## src/logic/dsa_accum_params.svh

```systemverilog
`ifndef DSA_ACCUM_PARAMS_SVH
`define DSA_ACCUM_PARAMS_SVH
// accumulator and data word widths
`define DSA_ACC_W 40
`define DSA_WORD_W 16
// adder saturation limits, 9.31 and 1.31
`define DSA_POS40 40'h7fffffffff
`define DSA_NEG40 40'h8000000000
`define DSA_POS32 40'h007fffffff
`define DSA_NEG32 40'h0080000000
// data write saturation limits, 1.15
`define DSA_POS16 16'h7fff
`define DSA_NEG16 16'h8000
// round half point of the low word
`define DSA_HALF 16'h8000
// pointer step after an indirect write-back
`define DSA_WB_STEP 16'h0002
// largest shift magnitude
`define DSA_MAX_SHIFT 5'h10
// reset values
`define DSA_ACC_RST 40'h0000000000
`define DSA_PTR_RST 16'h0000
`endif

```

## src/logic/dsa_pkg.sv

```systemverilog
`default_nettype none
package dsa_pkg;
  // operation presented to the adder in a cycle
  typedef enum logic [3:0] {
    DSA_OP_NOP    = 4'h0,
    DSA_OP_MAC    = 4'h1,
    DSA_OP_MSC    = 4'h2,
    DSA_OP_MPY    = 4'h3,
    DSA_OP_MPYN   = 4'h4,
    DSA_OP_ED     = 4'h5,
    DSA_OP_SQUARED_DIFFERENCE_ACC_OP   = 4'h6,
    DSA_OP_CLR    = 4'h7,
    DSA_OP_MOVSAC = 4'h8,
    DSA_OP_LOAD   = 4'h9
  } dsa_op_e;
  // barrel shifter operand source
  typedef enum logic [1:0] {
    DSA_SRC_ACC_A = 2'h0,
    DSA_SRC_ACC_B = 2'h1,
    DSA_SRC_XBUS  = 2'h2
  } dsa_src_e;
  // write-back addressing
  typedef enum logic {
    DSA_WB_DIRECT   = 1'b0,
    DSA_WB_INDIRECT = 1'b1
  } dsa_wb_e;
endpackage : dsa_pkg
`default_nettype wire

```

## src/logic/dsa_accum.sv

```systemverilog
// Implementation choices: the plain strobed port.
`timescale 1ns/1ns
`default_nettype none
`include "dsa_accum_params.svh"
module dsa_accum #(
  parameter int ACC_W  = `DSA_ACC_W,
  parameter int WORD_W = `DSA_WORD_W
) (
  // clock and reset
  input  wire logic                 clk,
  input  wire logic                 rstn,
  // adder operation
  input  wire dsa_pkg::dsa_op_e     op_kind,
  input  wire logic                 op_target_b,
  input  wire logic [ACC_W-1:0]     op_operand,
  // core configuration
  input  wire logic                 acc_a_sat_enable,
  input  wire logic                 acc_b_sat_enable,
  input  wire logic                 sat_width_select,
  input  wire logic                 data_write_sat_enable,
  input  wire logic                 rounding_mode_select,
  // trap control
  input  wire logic                 acc_a_overflow_trap_en,
  input  wire logic                 acc_b_overflow_trap_en,
  input  wire logic                 catastrophic_trap_en,
  // software clears of sticky flags
  input  wire logic                 clear_acc_a_saturated,
  input  wire logic                 clear_acc_b_saturated,
  // accumulator store and write-back
  input  wire logic                 store_req,
  input  wire logic                 store_src_b,
  input  wire logic                 store_round,
  input  wire logic [WORD_W-1:0]    store_addr,
  input  wire logic                 wb_req,
  input  wire dsa_pkg::dsa_wb_e     wb_mode,
  // barrel shifter
  input  wire logic                 shift_req,
  input  wire dsa_pkg::dsa_src_e    shift_src,
  input  wire logic signed [5:0]    shift_amt,
  input  wire logic                 shift_arith,
  input  wire logic [WORD_W-1:0]    xbus_rd_data,
  // accumulators and status
  output logic [ACC_W-1:0]          acc_a,
  output logic [ACC_W-1:0]          acc_b,
  output logic                      acc_a_guard_overflow,
  output logic                      acc_b_guard_overflow,
  output logic                      acc_a_saturated,
  output logic                      acc_b_saturated,
  output logic                      any_guard_overflow,
  output logic                      any_saturated,
  output logic                      arith_trap_req,
  // x bus write
  output logic                      xbus_wr_valid,
  output logic [WORD_W-1:0]         xbus_wr_addr,
  output logic [WORD_W-1:0]         xbus_wr_data,
  output logic [WORD_W-1:0]         writeback_pointer_reg,
  // shifter results
  output logic                      shift_valid,
  output logic [ACC_W-1:0]          shift_result,
  output logic [WORD_W-1:0]         shift_result_core
);
  import dsa_pkg::*;

  logic [ACC_W-1:0] src_acc;
  logic [ACC_W-1:0] add_in;
  logic [ACC_W-1:0] add_op;
  logic             add_sub;
  logic             add_pass;
  logic [ACC_W:0]   sum;
  logic             ovf39;
  logic             ovf31;
  logic             guard;
  logic             sat_en;
  logic             mode32;
  logic [ACC_W-1:0] next_acc;
  logic             sat_evt;
  logic             next_guard;
  logic             wb_ok;

  // operand selection; load-type ops feed zero on the accumulator side
  always_comb begin
    src_acc  = op_target_b ? acc_b : acc_a;
    add_in   = src_acc;
    add_op   = op_operand;
    add_sub  = 1'b0;
    add_pass = 1'b1;
    unique case (op_kind)
      DSA_OP_MAC, DSA_OP_SQUARED_DIFFERENCE_ACC_OP: add_sub = 1'b0;
      DSA_OP_MSC: add_sub = 1'b1;
      DSA_OP_MPY, DSA_OP_ED, DSA_OP_LOAD: add_in = '0;
      DSA_OP_MPYN: begin
        add_in  = '0;
        add_sub = 1'b1;
      end
      DSA_OP_CLR: begin
        add_in = '0;
        add_op = '0;
      end
      DSA_OP_NOP, DSA_OP_MOVSAC: add_pass = 1'b0;
      default: add_pass = 1'b0;
    endcase
  end

  // one extra bit keeps the true sign past a bit 39 overflow
  always_comb begin
    if (add_sub) begin
      sum = {add_in[ACC_W-1], add_in} - {add_op[ACC_W-1], add_op};
    end else begin
      sum = {add_in[ACC_W-1], add_in} + {add_op[ACC_W-1], add_op};
    end
  end

  assign ovf39  = sum[ACC_W] ^ sum[ACC_W-1];
  assign ovf31  = ~((&sum[ACC_W:31]) | ~(|sum[ACC_W:31]));
  assign guard  = ~((&sum[ACC_W-1:32]) | ~(|sum[ACC_W-1:32]));
  assign sat_en = op_target_b ? acc_b_sat_enable : acc_a_sat_enable;
  assign mode32 = sat_en & ~sat_width_select;

  // saturation decision and value
  always_comb begin
    next_acc   = sum[ACC_W-1:0];
    sat_evt    = ovf39;
    next_guard = mode32 ? 1'b0 : guard;
    if (sat_en && sat_width_select) begin
      sat_evt = ovf39;
      if (ovf39) begin
        next_acc = sum[ACC_W] ? `DSA_NEG40 : `DSA_POS40;
      end
    end else if (sat_en) begin
      sat_evt = ovf31;
      if (ovf31) begin
        next_acc = sum[ACC_W] ? `DSA_NEG32 : `DSA_POS32;
      end
    end
  end

  // target accumulator update
  always_ff @(posedge clk) begin
    if (!rstn) begin
      acc_a <= `DSA_ACC_RST;
      acc_b <= `DSA_ACC_RST;
    end else if (add_pass) begin
      if (op_target_b) begin
        acc_b <= next_acc;
      end else begin
        acc_a <= next_acc;
      end
    end
  end

  // guard flags follow every pass through the adder
  always_ff @(posedge clk) begin
    if (!rstn) begin
      acc_a_guard_overflow <= 1'b0;
      acc_b_guard_overflow <= 1'b0;
    end else if (add_pass) begin
      if (op_target_b) begin
        acc_b_guard_overflow <= next_guard;
      end else begin
        acc_a_guard_overflow <= next_guard;
      end
    end
  end

  // sticky flags: a set in the clearing cycle wins
  always_ff @(posedge clk) begin
    if (!rstn) begin
      acc_a_saturated <= 1'b0;
      acc_b_saturated <= 1'b0;
    end else begin
      if (add_pass && !op_target_b && sat_evt) begin
        acc_a_saturated <= 1'b1;
      end else if (clear_acc_a_saturated) begin
        acc_a_saturated <= 1'b0;
      end
      if (add_pass && op_target_b && sat_evt) begin
        acc_b_saturated <= 1'b1;
      end else if (clear_acc_b_saturated) begin
        acc_b_saturated <= 1'b0;
      end
    end
  end

  // combined flags and trap level, one cycle behind the flags
  always_ff @(posedge clk) begin
    if (!rstn) begin
      any_guard_overflow <= 1'b0;
      any_saturated      <= 1'b0;
      arith_trap_req     <= 1'b0;
    end else begin
      any_guard_overflow <= acc_a_guard_overflow | acc_b_guard_overflow;
      any_saturated      <= acc_a_saturated | acc_b_saturated;
      arith_trap_req     <= (acc_a_guard_overflow & acc_a_overflow_trap_en)
                          | (acc_b_guard_overflow & acc_b_overflow_trap_en)
                          | (catastrophic_trap_en &
                             ((acc_a_saturated & ~acc_a_sat_enable) |
                              (acc_b_saturated & ~acc_b_sat_enable)));
    end
  end

  // round and data-write saturation
  logic [ACC_W-1:0] st_acc;
  logic             st_rnd;
  logic             rnd_inc;
  logic [24:0]      rnd_full;
  logic             dw_pos;
  logic             dw_neg;
  logic [15:0]      st_word;

  assign wb_ok = wb_req & (op_kind == DSA_OP_MAC || op_kind == DSA_OP_MSC ||
                 op_kind == DSA_OP_CLR || op_kind == DSA_OP_MOVSAC);
  // write-back reads the accumulator the op does not target
  assign st_acc = wb_ok ? (op_target_b ? acc_a : acc_b) : (store_src_b ? acc_b : acc_a);
  assign st_rnd = wb_ok | store_round;

  // convergent rounding only differs at an exact half
  assign rnd_inc = st_rnd & st_acc[15] &
                   (~rounding_mode_select | (st_acc[15:0] != `DSA_HALF) | st_acc[16]);
  assign rnd_full = {st_acc[ACC_W-1], st_acc[ACC_W-1:16]} + {24'h000000, rnd_inc};
  // the sign comes from bit 39 so a rounding carry cannot flip it
  assign dw_pos = ~st_acc[ACC_W-1] & (|rnd_full[24:15]);
  assign dw_neg = st_acc[ACC_W-1] & ~(&rnd_full[24:15]);

  always_comb begin
    st_word = rnd_full[15:0];
    if (data_write_sat_enable && dw_pos) begin
      st_word = `DSA_POS16;
    end else if (data_write_sat_enable && dw_neg) begin
      st_word = `DSA_NEG16;
    end
  end

  // x bus write and write-back pointer
  always_ff @(posedge clk) begin
    if (!rstn) begin
      xbus_wr_valid         <= 1'b0;
      xbus_wr_addr          <= '0;
      xbus_wr_data          <= '0;
      writeback_pointer_reg <= `DSA_PTR_RST;
    end else begin
      xbus_wr_valid <= 1'b0;
      if (wb_ok && wb_mode == DSA_WB_DIRECT) begin
        writeback_pointer_reg <= st_word;
      end else if (wb_ok) begin
        xbus_wr_valid         <= 1'b1;
        xbus_wr_addr          <= writeback_pointer_reg;
        xbus_wr_data          <= st_word;
        writeback_pointer_reg <= writeback_pointer_reg + `DSA_WB_STEP;
      end else if (store_req) begin
        xbus_wr_valid <= 1'b1;
        xbus_wr_addr  <= store_addr;
        xbus_wr_data  <= st_word;
      end
    end
  end

  // barrel shifter operand placement
  logic [ACC_W-1:0] sh_in;
  logic [4:0]       sh_mag;
  logic             sh_right;
  logic [ACC_W-1:0] sh_out;

  assign sh_right = ~shift_amt[5];
  // amounts beyond sixteen clamp to sixteen
  always_comb begin
    sh_mag = shift_amt[5] ? 5'(-shift_amt) : shift_amt[4:0];
    // minus thirty-two has no five-bit magnitude and would wrap to zero
    if (sh_mag > `DSA_MAX_SHIFT || (shift_amt[5] && shift_amt[4:0] == 5'h00)) begin
      sh_mag = `DSA_MAX_SHIFT;
    end
  end

  always_comb begin
    unique case (shift_src)
      DSA_SRC_ACC_A: sh_in = acc_a;
      DSA_SRC_ACC_B: sh_in = acc_b;
      DSA_SRC_XBUS: begin
        if (sh_right) begin
          sh_in = {{8{shift_arith & xbus_rd_data[15]}}, xbus_rd_data, 16'h0000};
        end else begin
          sh_in = {24'h000000, xbus_rd_data};
        end
      end
      default: sh_in = '0;
    endcase
  end

  always_comb begin
    if (!sh_right) begin
      sh_out = sh_in << sh_mag;
    end else if (shift_arith) begin
      sh_out = ACC_W'($signed(sh_in) >>> sh_mag);
    end else begin
      sh_out = sh_in >> sh_mag;
    end
  end

  // shifter results are registered in the request cycle
  always_ff @(posedge clk) begin
    if (!rstn) begin
      shift_valid       <= 1'b0;
      shift_result      <= '0;
      shift_result_core <= '0;
    end else begin
      shift_valid <= shift_req;
      if (shift_req) begin
        shift_result      <= sh_out;
        shift_result_core <= sh_right ? sh_out[31:16] : sh_out[15:0];
      end
    end
  end
endmodule : dsa_accum
`default_nettype wire

```

## config.mk

```make
export PLATFORM = sky130hd
export DESIGN_NAME = dsa_accum
export DESIGN_NICKNAME = d
export VERILOG_FILES = /design/src/logic/dsa_pkg.sv /design/src/logic/dsa_accum.sv
export VERILOG_INCLUDE_DIRS = /design/src /design/src/logic
export SDC_FILE = /design/constraint.sdc
export NUM_CORES = 1
export LEC_CHECK = 0
export ABC_AREA = 1
export BUFFER_PORTS_ARGS = -buffer_cell sky130_fd_sc_hd__buf_2
export CAP_MARGIN = 5
export CELL_PAD_IN_SITES_DETAIL_PLACEMENT = 1
export CELL_PAD_IN_SITES_GLOBAL_PLACEMENT = 1
export CORE_ASPECT_RATIO = 0.75
export CORE_UTILIZATION = 43
export CTS_CLUSTER_SIZE = 12
export DETAILED_ROUTE_END_ITERATION = 7
export GPL_TIMING_DRIVEN = 0
export HOLD_SLACK_MARGIN = 0.05
export PLACE_DENSITY = 0.91
export SLEW_MARGIN = 40
export SYNTH_ARGS = -nofsm -noshare
export SYNTH_HDL_FRONTEND = slang
export SYNTH_SLANG_ARGS = --single-unit
```

## constraint.sdc

```tcl
create_clock -name clk -period 10.4 [get_ports clk]
set_clock_uncertainty 0.2 [all_clocks]
set_input_delay 0.52 -clock clk [delete_from_list [all_inputs] [get_ports clk]]
set_output_delay 0.52 -clock clk [all_outputs]
set_load 0.1 [all_outputs]
```

==> results.yml <==
final_layout:
  final_nets: 4049
  n_fill_cell: 6718
  multi_input_area_um2: 13400
  syn_to_final_growth_pct: 14.3
  drive_gt1_share_pct: 11.3
  final_cell_area_um2: 22800
  reg_top3: "acc_a: 40 flops, acc_b: 40 flops, shift_result: 40 flops"
  seq_area_um2: 3860
clocking:
  path_clk_slew_ns: 0.09
  clock_latency_ns: 0.49
  post_cts_buffers: 0
  clock-sinks: 193
  ctsResizeCount: 0
  cts-htree-levels: 4
  ctsHoldBuffers: 0
  clockBufferDepth: 2
  cts_tree: "built"
  cts_buffers: 17
  cts-root-buf: "clkbuf_16"
critical_path:
  crit_slowest_cell: "clkbuf_1"
  critPathMaxStageDelay_ns: 0.67
  r2r_setup_slack_ns: 4.56
  critPathKind: "primary input to flop"
  end_kind: "flop"
  r2r-end: "acc_a[1]$_SDFFE_PN0P_"
  path_common_cell: "nand2_1"
  critPathMaxFanout: 10
  required_ns: 10.57
  cp_data_arrival_time_ns: 7.76
  r2r_start: "acc_a[0]$_SDFFE_PN0P_"
  startpoint_type: "primary input"
  r2r_cells: 31
routing:
  routed_wl_mm: 106
  first_iter_violations: 3466
  detail_route.wl_per_cell_um: 23.5
  drc: 0
  first_pass_iters: 7
  vias: 27500
  postRouteAntennaNets: 0
  via_per_inst: 6.11
synth:
  synthTopCellsByArea: "dfxtp_1 (19%), nand2_1 (19%), o21ai_0 (10%)"
  seq_area_frac_synth_pct: 19.4
  async_reset_ff_share_pct: 0
  ys_ff_latch: 193
  synth_nets: 3737
  syn-cell-area_um2: 19900
  synth_edf_count: 0
  synth_cell_types: 58
  yosysTopAreaCellShare_pct: 19.4
  yosysTopAreaCell: "dfxtp_1"
  synth-warning-count: 0
  syn_inst: 3583
  ys.flop_type: "dfxtp_1"
  syn_area_per_cell_um2: 5.56
floorplan:
  start_util_pct: 44.1
  core_um2: 45200
  num_rows: 67
  io_pins: 297
  fp.dieArea_um2: 47200
  die_x_um: 251
  fp.dieH_um: 188
pwr:
  power_frac_seq_pct: 24.1
  p_switching_mw: 2.05
  power.density_nw_per_um2: 161
  power_leakage_nw: 11.8
  p_sw_share_pct: 56.1
  internal-power_mw: 1.61
  p_comb_share_pct: 55.3
  power_frac_clock_pct: 20.6
  ir_drop_mv: 0.124
timing:
  tightest_slew_ns: 0.938
  setup_viol: 0
  maxSlewViolCount: 0
  fin_tns_setup_ns: 0
  rsz0062_at_grt: "no"
  hold_viol: 0
  slew_headroom_pct: 37.4
  fmax_mhz: 132
  period_share_pct: 73.0
  period_minus_slack_ns: 7.59
global_route:
  grt_pass1_wl_mm: 157
  antenna_found_initial: 1
  grt_remaining_overflow: 0
  grt_pass1_vias: 26100
  grt_usage_pct: 43.7
  grt_max_degree: 23
placement:
  placed_cell_area_um2: 22100
  dp_hpwl_mm: 88.4
  place_congestion: 1.07
  io_buffers: 293
min_path:
  worstHoldStart: "clear_acc_b_saturated"
  hp-class: "primary input to flop"
  holdPathStages: 3
  min_to: "acc_b_saturated$_SDFFE_PN0P_"
outcome:
  status: "finished clean"
flow_run:
  maxCapViolCount: 0
[metal layers]
metal / wire length (um) / share of wire (%) / global-route usage, % / up-vias
met5: 161 / 0.15 / 1.84 / -
met1: 46700 / 44 / 63.8 / 13300
li1: - / - / - / 12300
met3: 16100 / 15 / 16.4 / 156
met2: 41000 / 39 / 59.6 / 1700
met4: 1890 / 1.8 / 9.04 / 6
[kinds of logic (layout without fill, tap and decap cells)]
logic type | Yosys count | after routing | synth area share (%)
AND/OR/NAND/NOR | 1685 | 1685 | 35.4
AO/OA/AOI/OAI | 865 | 865 | 24.1
XOR/XNOR | 89 | 89 | 3.91
buffers and inverters | 692 | 1017 | 13.6
multiplexers | 9 | 9 | 0.452
adder cells (fa/ha/maj) | 50 | 50 | 3.18
other | 0 | 2 | 0
flip-flops | 193 | 193 | 19.4
[synth_stat cells (all sizes together) (7+ instances only)]
master,count
o21a,9
o21bai,18
or2,18
a21oi,248
xor2,51
o221ai,33
o211ai,58
o21ai,431
xnor2,38
clkinv,7
buf,61
nand3,283
nand2,1002
nor3,20
ha,49
nand4,26
nor2,321
a31oi,35
clkbuf,134
dfxtp,193
mux2i,9
inv,490
[area by class of cell]
cell class                      instances  share of cell area (%)
Antenna cell                            2                  0.0220
Timing Repair Buffer                  293                    6.43
Buffer                                195                    3.73
Inverter                              497                    8.19
Clock inverter                         15                   0.966
Tap cell                              586                    3.22
Sequential cell                       193                    17.0
Clock buffer                           17                    1.87
Multi-Input combinational cell       2698                    58.6
[layout by cell type, fill, tap and decap left out, types with 15 or more instances in the layout]
master,count
a21oi_1,248
a31oi_1,35
buf_1,15
buf_2,330
clkbuf_1,130
clkbuf_16,17
dfxtp_1,193
ha_1,49
inv_1,485
nand2_1,983
nand2_2,16
nand3_1,277
nand4_1,24
nor2_1,303
nor3_1,20
o211ai_1,58
o21ai_0,408
o21ai_1,21
o21bai_1,18
o221ai_1,33
xnor2_1,38
xor2_1,51
[stage by stage]
| step | hold WS (ns) | setup WS (ns) | instances | util, % | total power [mW] |
|---|---|---|---|---|---|
| after floorplan | 0.477 | 5.10 | 3583 | - | 2.27 |
| after global placement | 0.265 | 2.99 | 4462 | 49.0 | 2.79 |
| after detailed placement | 0.280 | 2.78 | 4462 | 49.0 | 2.83 |
| after CTS | 0.0945 | 3.26 | 4494 | 50.4 | 3.57 |
| after global routing | 0.108 | 2.23 | 4494 | 50.4 | 3.79 |
| final | 0.0995 | 2.81 | 4496 | 50.4 | 3.66 |
[worst max path at each step]
stage,end,depth (start not counted),start
6_report,acc_a[1]$_SDFFE_PN0P_,37,op_kind[3]
2_1_floorplan,acc_a[10]$_SDFFE_PN0P_,37,op_kind[3]
3_5_place_dp,acc_a[1]$_SDFFE_PN0P_,37,op_kind[3]
5_1_grt,acc_a[30]$_SDFFE_PN0P_,34,op_kind[3]
4_1_cts,acc_a[1]$_SDFFE_PN0P_,37,op_kind[3]
3_3_place_gp,acc_a[0]$_SDFFE_PN0P_,34,op_kind[3]
[power groups by stage]
stage / Clock (mW) / Sequential (mW) / Combinational, mW
global route: 0.776 / 0.882 / 2.14
detailed placement: 0 / 0.892 / 1.94
global placement: 0 / 0.889 / 1.90
finish: 0.754 / 0.880 / 2.02
CTS: 0.748 / 0.875 / 1.95
floorplan: 0 / 1.36 / 0.916
[critical path, delay by kind of cell]
kind / cells / cell delay, ns
and+or+nand+nor: 16 / 2.61
buffers and inverters: 11 / 2.27
AOI/OAI and AO/OA: 7 / 1.46
adders and majority gates: 2 / 0.71
xor gates and xnor gates: 1 / 0.19
Note: power is estimated with default switching activity, not from simulation.
